File: config.mk
export PLATFORM = sky130hd
export DESIGN_NAME = fer_recorder
export DESIGN_NICKNAME = d
export VERILOG_FILES = /design/src/rtl/fer_pkg.sv /design/src/rtl/fer_duration.sv /design/src/rtl/fer_recorder.sv
export SDC_FILE = /design/constraint.sdc
export NUM_CORES = 1
export LEC_CHECK = 0
export ABC_AREA = 1
export BUFFER_PORTS_ARGS = -buffer_cell sky130_fd_sc_hd__buf_2
export CAP_MARGIN = 20
export CORE_MARGIN = 3
export CORE_UTILIZATION = 45
export DETAILED_ROUTE_END_ITERATION = 12
export PLACE_DENSITY = 0.66
export SYNTH_ARGS = -nofsm -noshare
export SYNTH_HDL_FRONTEND = slang
export SYNTH_SLANG_ARGS = --single-unit
File: constraint.sdc
create_clock -name ref_clk_i -period 2.41 [get_ports ref_clk_i]
set_input_delay 0.1205 -clock ref_clk_i [delete_from_list [all_inputs] [get_ports ref_clk_i]]
set_output_delay 0.1205 -clock ref_clk_i [all_outputs]
set_load 0.01 [all_outputs]
File: src/rtl/fer_pkg.sv
package fer_pkg;

    // ==========================================
    // register numbers
    localparam logic [3:0] REG_DIR_CUR   = 4'h1;
    localparam logic [3:0] REG_RES_VOLT  = 4'h2;
    localparam logic [3:0] REG_RES_CNT   = 4'h3;
    localparam logic [3:0] REG_LOW_CNT   = 4'h4;
    localparam logic [3:0] REG_HIGH_CNT  = 4'h5;
    localparam logic [3:0] REG_LOW_DUR   = 4'h6;
    localparam logic [3:0] REG_HIGH_DUR  = 4'h7;
    localparam logic [3:0] REG_NEUT_CUR  = 4'h8;
    localparam logic [3:0] DISP_BLANK    = 4'h0;

    // ==========================================
    // values and limits
    localparam logic [7:0]  REC_RESET    = 8'h00;
    localparam logic [7:0]  OVF_CODE     = 8'hff;
    localparam logic [7:0]  COUNT_MAX    = 8'hff;
    localparam logic [7:0]  DUR_FULL_PCT = 8'h64;
    localparam logic [7:0]  DUR_LAST_PCT = 8'h63;
    localparam logic [10:0] DIR_LIMIT    = 11'h064;
    localparam logic [10:0] VOLT_LIMIT   = 11'h019;
    localparam logic [10:0] NEUT_LIMIT   = 11'h064;
    localparam logic [16:0] DUR_STEP     = 17'h00064;

    // ==========================================
    // quantity and counter slots
    localparam int Q_DIR  = 0;
    localparam int Q_VOLT = 1;
    localparam int Q_NEUT = 2;
    localparam int C_RES  = 0;
    localparam int C_LOW  = 1;
    localparam int C_HIGH = 2;

    // ==========================================
    // timing: one millisecond tick
    localparam int CLK_PERIOD_NS  = 100;
    localparam int TICK_PERIOD_NS = 1000000;
    localparam int TICK_CYCLES    = TICK_PERIOD_NS / CLK_PERIOD_NS;
    localparam int TICK_W         = 14;

endpackage

File: src/rtl/fer_duration.sv
`timescale 1ns/10ps
module fer_duration (
    input  wire logic        ref_clk_i,
    input  wire logic        srst_i,
    input  wire logic        tick_i,
    input  wire logic        clear_i,
    input  wire logic        start_i,
    input  wire logic        operate_i,
    input  wire logic [15:0] op_time_ms_i,
    output logic      [7:0]  pct_o
);

    typedef struct packed {
        logic [16:0] acc;
        logic [7:0]  pct;
        logic        prev_start;
        logic        prev_op;
    } fer_dur_state_type;

    fer_dur_state_type q;
    fer_dur_state_type next_q;
    logic              start_rise;
    logic              op_rise;

    assign start_rise = start_i & ~q.prev_start;
    assign op_rise    = operate_i & ~q.prev_op;

    // ==========================================
    // percent-of-operate-time counter
    always_comb begin
        next_q            = q;
        next_q.prev_start = start_i;
        next_q.prev_op    = operate_i;
        if (clear_i) begin
            next_q.acc = '0;
            next_q.pct = fer_pkg::REC_RESET;
        end
        if (op_rise) begin
            next_q.pct = fer_pkg::DUR_FULL_PCT;
        end else if (start_rise) begin
            next_q.acc = '0;
            next_q.pct = fer_pkg::REC_RESET;
        end else if (start_i && !operate_i && q.pct < fer_pkg::DUR_LAST_PCT) begin
            // percent-milliseconds: +100 per ms, -op_time per percent
            if (tick_i) begin
                next_q.acc = q.acc + fer_pkg::DUR_STEP;
            end else if (q.acc >= {1'b0, op_time_ms_i}) begin
                next_q.acc = q.acc - {1'b0, op_time_ms_i};
                next_q.pct = q.pct + 8'h01;
            end
        end
    end

    always_ff @(posedge ref_clk_i) begin
        if (srst_i) begin
            q <= '0;
        end else begin
            q <= next_q;
        end
    end

    assign pct_o = q.pct;
endmodule // fer_duration

File: src/rtl/fer_recorder.sv
// Operation
// - display shows register number, then value
// - register 1: directional current, sign flagged
// - register 1 overflow code above 100 percent
// - records update only on start or operate
// - track maximum while started, not operated
// - new start discards record, restarts tracking
// - operate captures value at operate instant
// - register 2: residual voltage, overflow above 25
// - register 3 counts residual voltage starts
// - register 4 counts low-set stage starts
// - register 5 counts high-set stage starts
// - register 6: low-set start duration percent
// - register 7: high-set start duration percent
// - new start clears duration, counts up
// - operate sets duration register to 100
// - register 8: neutral current, overflow above 100
// - clear by both keys or clear command
// - clear records on auxiliary supply loss
`timescale 1ns/10ps
module fer_recorder #(
    parameter int TICK_CYCLES = fer_pkg::TICK_CYCLES
) (
    input  wire logic        ref_clk_i,
    input  wire logic        srst_i,
    input  wire logic        low_start_i,
    input  wire logic        low_operate_i,
    input  wire logic        high_start_i,
    input  wire logic        high_operate_i,
    input  wire logic        residual_start_i,
    input  wire logic [10:0] directional_current_i,
    input  wire logic [9:0]  residual_voltage_i,
    input  wire logic [9:0]  neutral_current_i,
    input  wire logic [15:0] low_operate_time_i,
    input  wire logic [15:0] high_operate_time_i,
    input  wire logic        step_key_i,
    input  wire logic        reset_key_i,
    input  wire logic        clear_records_command_i,
    input  wire logic        supply_lost_i,
    input  wire logic [3:0]  disp_sel_i,
    input  wire logic [3:0]  rd_addr_i,
    output logic      [3:0]  disp_addr_o,
    output logic             disp_minus_o,
    output logic      [7:0]  disp_value_o,
    output logic      [7:0]  rd_data_o,
    output logic             rd_minus_o
);

    typedef struct packed {
        logic [2:0][7:0]             rec;
        logic                        dir_neg;
        logic [2:0][7:0]             cnt;
        logic [2:0]                  prev_st;
        logic [1:0]                  prev_op;
        logic [fer_pkg::TICK_W-1:0]  tick_cnt;
        logic                        tick;
        logic [3:0]                  disp_addr;
        logic                        disp_minus;
        logic [7:0]                  disp_value;
        logic [7:0]                  rd_data;
        logic                        rd_minus;
    } fer_state_type;

    fer_state_type   q;
    fer_state_type   next_q;
    logic            clr;
    logic [2:0][7:0] enc;
    logic [10:0]     dir_mag;
    logic [2:0]      st_now;
    logic [2:0]      st_rise;
    logic [1:0]      op_now;
    logic            new_start;
    logic            new_op;
    logic            start_any;
    logic            op_any;
    logic [1:0][7:0] dur;
    logic [1:0][15:0] op_time;

    // ==========================================
    // helpers
    function automatic logic [7:0] sat_pct(input logic [10:0] v,
                                          input logic [10:0] lim);
        return (v > lim) ? fer_pkg::OVF_CODE : v[7:0];
    endfunction

    function automatic logic [7:0] reg_read(input logic [3:0]      a,
                                           input fer_state_type   s,
                                           input logic [1:0][7:0] d);
        logic [7:0] r;
        r = 8'h00;
        case (a)
            fer_pkg::REG_DIR_CUR:  r = s.rec[fer_pkg::Q_DIR];
            fer_pkg::REG_RES_VOLT: r = s.rec[fer_pkg::Q_VOLT];
            fer_pkg::REG_RES_CNT:  r = s.cnt[fer_pkg::C_RES];
            fer_pkg::REG_LOW_CNT:  r = s.cnt[fer_pkg::C_LOW];
            fer_pkg::REG_HIGH_CNT: r = s.cnt[fer_pkg::C_HIGH];
            fer_pkg::REG_LOW_DUR:  r = d[0];
            fer_pkg::REG_HIGH_DUR: r = d[1];
            fer_pkg::REG_NEUT_CUR: r = s.rec[fer_pkg::Q_NEUT];
            default:               r = 8'h00;
        endcase
        return r;
    endfunction

    function automatic logic is_mapped(input logic [3:0] a);
        return (a >= fer_pkg::REG_DIR_CUR) && (a <= fer_pkg::REG_NEUT_CUR);
    endfunction

    // ==========================================
    // event decode
    assign clr = (step_key_i & reset_key_i) | clear_records_command_i
               | supply_lost_i;
    assign st_now    = {high_start_i, low_start_i, residual_start_i};
    assign st_rise   = st_now & ~q.prev_st;
    assign op_now    = {high_operate_i, low_operate_i};
    assign new_start = st_rise[fer_pkg::C_LOW] | st_rise[fer_pkg::C_HIGH];
    assign new_op    = |(op_now & ~q.prev_op);
    assign start_any = low_start_i | high_start_i;
    assign op_any    = low_operate_i | high_operate_i;

    // ==========================================
    // scaled quantities, overflow coded
    assign dir_mag = directional_current_i[10] ? (11'h000 - directional_current_i)
                                               : directional_current_i;
    assign enc[fer_pkg::Q_DIR]  = sat_pct(dir_mag, fer_pkg::DIR_LIMIT);
    assign enc[fer_pkg::Q_VOLT] = sat_pct({1'b0, residual_voltage_i},
                                          fer_pkg::VOLT_LIMIT);
    assign enc[fer_pkg::Q_NEUT] = sat_pct({1'b0, neutral_current_i},
                                          fer_pkg::NEUT_LIMIT);

    // ==========================================
    // start duration trackers
    assign op_time[0] = low_operate_time_i;
    assign op_time[1] = high_operate_time_i;

    genvar g;
    generate
        for (g = 0; g < 2; g++) begin : g_dur
            fer_duration u_dur (
                .ref_clk_i    (ref_clk_i),
                .srst_i       (srst_i),
                .tick_i       (q.tick),
                .clear_i      (clr),
                .start_i      (st_now[g + 1]),
                .operate_i    (op_now[g]),
                .op_time_ms_i (op_time[g]),
                .pct_o        (dur[g])
            );
        end
    endgenerate

    // ==========================================
    // next state
    always_comb begin
        next_q         = q;
        next_q.prev_st = st_now;
        next_q.prev_op = op_now;

        // millisecond tick divider
        next_q.tick = 1'b0;
        if (q.tick_cnt == fer_pkg::TICK_W'(TICK_CYCLES - 1)) begin
            next_q.tick_cnt = '0;
            next_q.tick     = 1'b1;
        end else begin
            next_q.tick_cnt = q.tick_cnt + 1'b1;
        end

        // clear first, so a same-cycle event still lands
        if (clr) begin
            next_q.rec     = '0;
            next_q.cnt     = '0;
            next_q.dir_neg = 1'b0;
        end

        for (int i = 0; i < 3; i++) begin
            if (st_rise[i] && next_q.cnt[i] != fer_pkg::COUNT_MAX) begin
                next_q.cnt[i] = next_q.cnt[i] + 8'h01;
            end
        end

        // sign decided against the record before it moves
        if (new_op || new_start ||
            (start_any && !op_any &&
             enc[fer_pkg::Q_DIR] > next_q.rec[fer_pkg::Q_DIR])) begin
            next_q.dir_neg = directional_current_i[10];
        end
        for (int i = 0; i < 3; i++) begin
            if (new_op) begin
                next_q.rec[i] = enc[i];
            end else if (new_start) begin
                next_q.rec[i] = enc[i];
            end else if (start_any && !op_any && enc[i] > next_q.rec[i]) begin
                next_q.rec[i] = enc[i];
            end
        end

        // display and serial readout
        next_q.disp_addr  = is_mapped(disp_sel_i) ? disp_sel_i : fer_pkg::DISP_BLANK;
        next_q.disp_value = reg_read(disp_sel_i, q, dur);
        next_q.disp_minus = (disp_sel_i == fer_pkg::REG_DIR_CUR) & q.dir_neg;
        next_q.rd_data    = reg_read(rd_addr_i, q, dur);
        next_q.rd_minus   = (rd_addr_i == fer_pkg::REG_DIR_CUR) & q.dir_neg;
    end

    always_ff @(posedge ref_clk_i) begin
        if (srst_i) begin
            q <= '0;
        end else begin
            q <= next_q;
        end
    end

    assign disp_addr_o  = q.disp_addr;
    assign disp_minus_o = q.disp_minus;
    assign disp_value_o = q.disp_value;
    assign rd_data_o    = q.rd_data;
    assign rd_minus_o   = q.rd_minus;
endmodule // fer_recorder

; Word level (Yosys, flattened, before mapping)
; Cells that the tools add are included.
[totals]
romBits = 0
output_inout_bits = 22
regBits = 145
n_memories = 0
latchBits = 0
ramBits = 0
[classes]
n_addsub = 11
n_mux = 37
multipliers = 0
n_bitwise = 21
n_eq_ne = 20
shift = 0
n_div = 0
reduce_logical = 23
magnitude_cmp = 12
[op_table]
columns = operator, count
row1 = 2-to-1 mux 25 bit, 8
row2 = 2-to-1 mux 8 bit, 17
row3 = one-hot mux 8 bit (8 select lines), 2
row4 = 2-to-1 mux 17 bit, 4
row5 = 2-to-1 mux 49 bit, 1
row6 = "adder 8 x 1 -> 8 bit, second input constant", 5
row7 = "adder 17 x 7 -> 17 bit, second input constant", 2
row8 = greater-or-equal comparator 17 x 16 -> 1 bit, 2
row9 = subtractor 17 x 16 -> 17 bit, 2
row10 = "equality test 4 x 3 -> 1 bit, second input constant", 8
row11 = greater-than comparator 8 bit, 3
row12 = "!= test 8 bit, second input constant", 3
row13 = "equality test 4 x 2 -> 1 bit, second input constant", 4
row14 = "less-than comparator 8 x 7 -> 1 bit, second input constant", 2
row15 = "adder 14 x 1 -> 14 bit, second input constant", 1
row16 = "equality test 14 bit, second input constant", 1
row17 = 2-to-1 mux 7 bit, 2
row18 = logical AND 1 bit, 12
row19 = "greater-than comparator 11 x 7 -> 1 bit, second input constant", 1
row20 = 2-to-1 mux 11 bit, 1
row21 = "subtractor 1 x 11 -> 11 bit, first input constant", 1
row22 = "greater-than comparator 10 x 5 -> 1 bit, second input constant", 1
row23 = "greater-than comparator 10 x 7 -> 1 bit, second input constant", 1
row24 = "equality test 4 x 1 -> 1 bit, second input constant", 2
row25 = other kinds (16), 38

; Depth between registers and ports, before layout
[logic_depth]
depth_word = 9
ltp_mapped = 25
depth_no_buf = 25

; By module
; A second synthesis with hierarchy kept.
[unflattened]
hier_cells = 2018
area_unflattened_um2 = 12140.4
[by_module_without_submodules]
columns = module, instances, area_per_inst_um2, cells_each
row1 = fer_recorder, 1, 5953.2, 931
row2 = fer_duration (g_dur[0].u_dur), 1, 3106.7, 550
row3 = fer_duration (g_dur[1].u_dur), 1, 3080.5, 537

; Least setup slack after synthesis
; OpenSTA, ideal clock, no wires.
[synth_path]
kind = in2reg
start = input port directional_current_i[1]
end = register q[67] in the netlist's numbering
path_stages = 22
t_arrival_ns = 2.496
t_required_ns = 2.289
setup_slack_ns = -0.207
setup_time_ns = 0.121
cell_sequence = inv_1 > ha_1 > inv_1 > nor2_1 > nand2_1 > nand2_1 > xor2_1 > nor3_1 > or2_1 > nand2_4 > nor2_1 > inv_1 > ha_1 > nand2_1 > inv_1 > o21ai_0 > nand2_1 > o211ai_1 > nand2_1 > buf_4 > o21ai_0 > a21oi_1
[synth_between]
elab_chain_cells = 9
[synth_rtl]
columns = element, line
row1 = from (decl), fer_recorder.sv:31  ; input wire logic [10:0] directional_current_i,
row2 = subtractor 1 x 11 -> 11 bit, fer_recorder.sv:123  ; assign dir_mag = directional_current_i[10] ? (11'h000 - directional_current_i)
row3 = 2-to-1 mux 11 bit *, fer_recorder.sv:123
row4 = greater-than comparator 11 x 7 -> 1 bit, fer_recorder.sv:83  ; return (v > lim) ? fer_pkg::OVF_CODE : v[7:0];
row5 = 2-to-1 mux 8 bit *, fer_recorder.sv:83
row6 = greater-than comparator 8 bit, fer_recorder.sv:192  ; end else if (start_any && !op_any && enc[i] > next_q.rec[i]) begin
row7 = logical AND 1 bit, fer_recorder.sv:192
row8 = 2-to-1 mux 8 bit, fer_recorder.sv:192
row9 = 2-to-1 mux 8 bit, fer_recorder.sv:190  ; end else if (new_start) begin
row10 = 2-to-1 mux 8 bit *, fer_recorder.sv:188  ; if (new_op) begin
row11 = to (signal assigned), fer_recorder.sv:209  ; q <= next_q;
row12 = to (decl), fer_recorder.sv:64  ; fer_state_type q;
; Every way passes the cells marked *; elsewhere a longest branch is shown, timed or not.
; A chain may end at the register's enable or synchronous reset.

; Worst setup path after layout
[layout_path]
start = input port directional_current_i[1]
end = register q[71] in the netlist's numbering
; Same word-level chain as after synthesis.

==> out/metrics.cfg <==
[synth]
syn_nets = 1974
synth_top_area_cell = dfxtp_1
ys.warnings.count = 0
synthTopCellsByArea = dfxtp_1 (25%), nand2_1 (13%), inv_1 (9.2%)
synth_ff_type = dfxtp_1
synth.distinct_cells = 58
synth_cells = 1825
synth-seq-area-share_pct = 24.7
synth_enable_flop_cells = 0
syn_area_sq_um = 11400
ys_seq_elements = 141
synth.top_cell.area_share_pct = 24.7
synth_area_per_cell_sq_um = 6.26
ys_async_sr_fraction_pct = 0

[hold_path]
hold_depth = 3
hp-start = disp_sel_i[3]
hold_class = in2reg
hold_end = disp_addr_o[1]

[sta]
slew_violations = 0
max_freq_mhz = 423
fin_crit_ns = 2.36
setup_viol = 0
finalClockSkew_ns = 0.0105
relSlewSlack_pct = 35.9
rsz0062_at_grt = yes
hold_viol = 0
min_period_over_period_pct = 98.1
tightest_slew_ns = 0.956

[placed_design]
dp_hpwl_mm = 26.1
numPlacedInstances = 2281
io_buffers = 103
routabilityCongestion = 0.950

[critical_path]
criticalPathCategory = in2reg
r2r_cells = 12
timing.rr.start = g_dur[0].u_dur.q[23]
startpoint = directional_current_i[1]
end_kind = register
cp-start-kind = primary input
cp.arrival_ns = 2.68
cp.required_ns = 2.72
rr_endpoint = g_dur[0].u_dur.pct_o[5]
worstPathMaxFanout = 7
regToRegSetupSlack_ns = 0.19

[cts]
root_buffer = clkbuf_16
cts_tree = yes
insertion_delay_ns = 0.43
cts.sinks = 141
cts_buffer_depth = 2
cts_buffers = 17
clk_pin_slew_ns = 0.06
htreeDepth = 4

[final_layout]
final_nets = 2142
n_antenna_cell = 0
areaGrowthSynthToFinish_pct = 19.7
final_cells = 2330
drive_gt1_share_pct = 17.6

[floorplan]
die_area_sq_um = 27300
io_pins = 104
num_rows = 57
initial_utilization_pct = 46.4
coreArea_sq_um = 24600
die_h_um = 165
die_x_um = 165

[detailed_routing]
vias = 12300
drt_iter0_drc = 837
ant_nets = 0
dr_wl_met3_mm = 1.85
met1_length_mm = 15.1
routedWlPerCell_um = 14.4
first_pass_iters = 7
routed_wl_mm = 33.6
drc = 0
met2_length_mm = 15.8
via_per_inst = 5.29
top_layer = met4

[global_route]
grt_max_degree = 49
grt_pass1_vias = 11400
grt_pass1_wl_mm = 54.1
grt_antenna_before_repair = 0
grt_use_total_pct = 24.4
grt-ovfl-total = 0

[run_status]
status = completed

[power_and_ir_drop]
ir_worst_vdd_uv = 367
leakagePower_nw = 6.13
power.total_w = 0.00639
power_density_nw_per_um2 = 467

[run]
maxCapViolations = 0

state kept, by name, summed over array words and instances, names as in the netlist:
signal / cells
disp_addr_o: 4
disp_minus_o: 1
disp_value_o: 8
g_dur.u_dur.pct_o: 16
g_dur.u_dur.q: 34
q: 69
rd_data_o: 8
rd_minus_o: 1
metrics by stage:
stage / area (sq um) / hold slack, ns / setup WS [ns] / util (%) / TNS [ns]
6_report: 13700 / 0.0407 / 0.0457 / 55.6 / 0
5_1_grt: 13700 / 0.0560 / -0.157 / 55.6 / -0.938
4_1_cts: 13400 / 0.0299 / 0.00725 / 54.7 / 0
3_5_place_dp: 12700 / 0.360 / -0.593 / 51.7 / -6.07
3_3_place_gp: 12700 / 0.344 / -0.426 / 51.7 / -4.08
2_1_floorplan: 11500 / 0.242 / -0.0467 / - / -0.185
metal layers:
layer / vias to the layer above / track usage, %
li1: 6307 / -
met1: 5591 / 32.0
met2: 377 / 41.6
met3: 56 / 3.04
met4: 0 / 8.13
met5: - / 0
worst max-delay path by stage:
stage	end	slack, ns	cells past startpoint
2_1_floorplan	q[71]	-0.05	22
3_3_place_gp	q[71]	-0.43	23
3_5_place_dp	q[70]	-0.59	23
4_1_cts	q[72]	0.007	23
5_1_grt	q[68]	-0.16	26
6_report	q[71]	0.05	23
cell usage after synthesis (all sizes together) (3+ instances only):
library cell and number:
nor3b 3, nor4 11, nand3 106, buf 39, a211oi 10, a21oi 165, o21ba 3, dfxtp 141
a21o 4, a221oi 4, o2111ai 8, o21ai 108, a31oi 9, nor2 233, xor2 32, o211ai 10
inv 292, and3 3, xnor2 14, nand2 413, or2 10, o21bai 9, nand3b 3, nor3 36
ha 65, o22ai 43, nand4 19, clkbuf 19
power by group:
part	internal [W]	switching (W)
clock network	0.00161	0.00112
registers	0.00241	0.0000546
logic	0.000458	0.000734
repair_timing:
item                       in CTS  in global routing
setup endpoints to repair       7                 20
gates cloned                    0                  0
resized for setup               8                 38
setup buffers                   1                  8
pin swaps                       3                 32
hold buffers                    8                  0
hold endpoints to repair        8                  0
logic make-up (layout without fill, tap and decap cells):
family                   Yosys count  count (layout)  share of synthesized area [%]
flip-flops                       141             141                           24.7
AND/OR/NAND/NOR                  839             839                           32.3
adder cells (fa/ha/maj)           67              67                           7.47
AO/OA/AOI/OAI                    380             380                           19.2
buffers and inverters            352             533                           12.8
XOR/XNOR                          46              46                           3.53
area by class of cell:
class,instances,area (sq um)
Fill cell,2440,10900
Multi-Input combinational cell,1332,7320
Tap cell,324,405
Inverter,294,1130
Timing Repair Buffer,207,1390
Sequential cell,141,2820
Clock inverter,12,149
Clock buffer,20,457
layout by cell type (no fill, tap or decap), types with 14 or more instances in the layout:
cell       instances
o22ai_1           43
nand2_2           20
buf_2            101
nor2_2            15
nand3_1           99
inv_1            272
xor2_1            32
nand2_1          389
a21oi_2           15
nor2_1           207
xnor2_1           14
dfxtp_1          141
nor3_1            33
buf_4             90
nand4_1           17
clkbuf_16         17
o21ai_1           26
o21ai_0           78
inv_2             14
a21oi_1          150
ha_1              60
worst max-delay path, stage by stage:
cell      delay [ns]
buf_12          0.09
inv_16          0.03
buf_4           0.13
nand3_4         0.10
nand2_2         0.07
buf_4           0.13
xor2_1          0.14
nor3_1          0.17
or2_4           0.18
nand2_8         0.08
nor2_4          0.12
inv_1           0.05
ha_1            0.27
nand2_1         0.06
inv_2           0.07
nand3_2         0.09
inv_2           0.06
nand4_1         0.07
o211ai_1        0.11
nand2_2         0.14
buf_6           0.16
o21ai_1         0.16
a21oi_2         0.04
(Power assumes the default switching activity.)
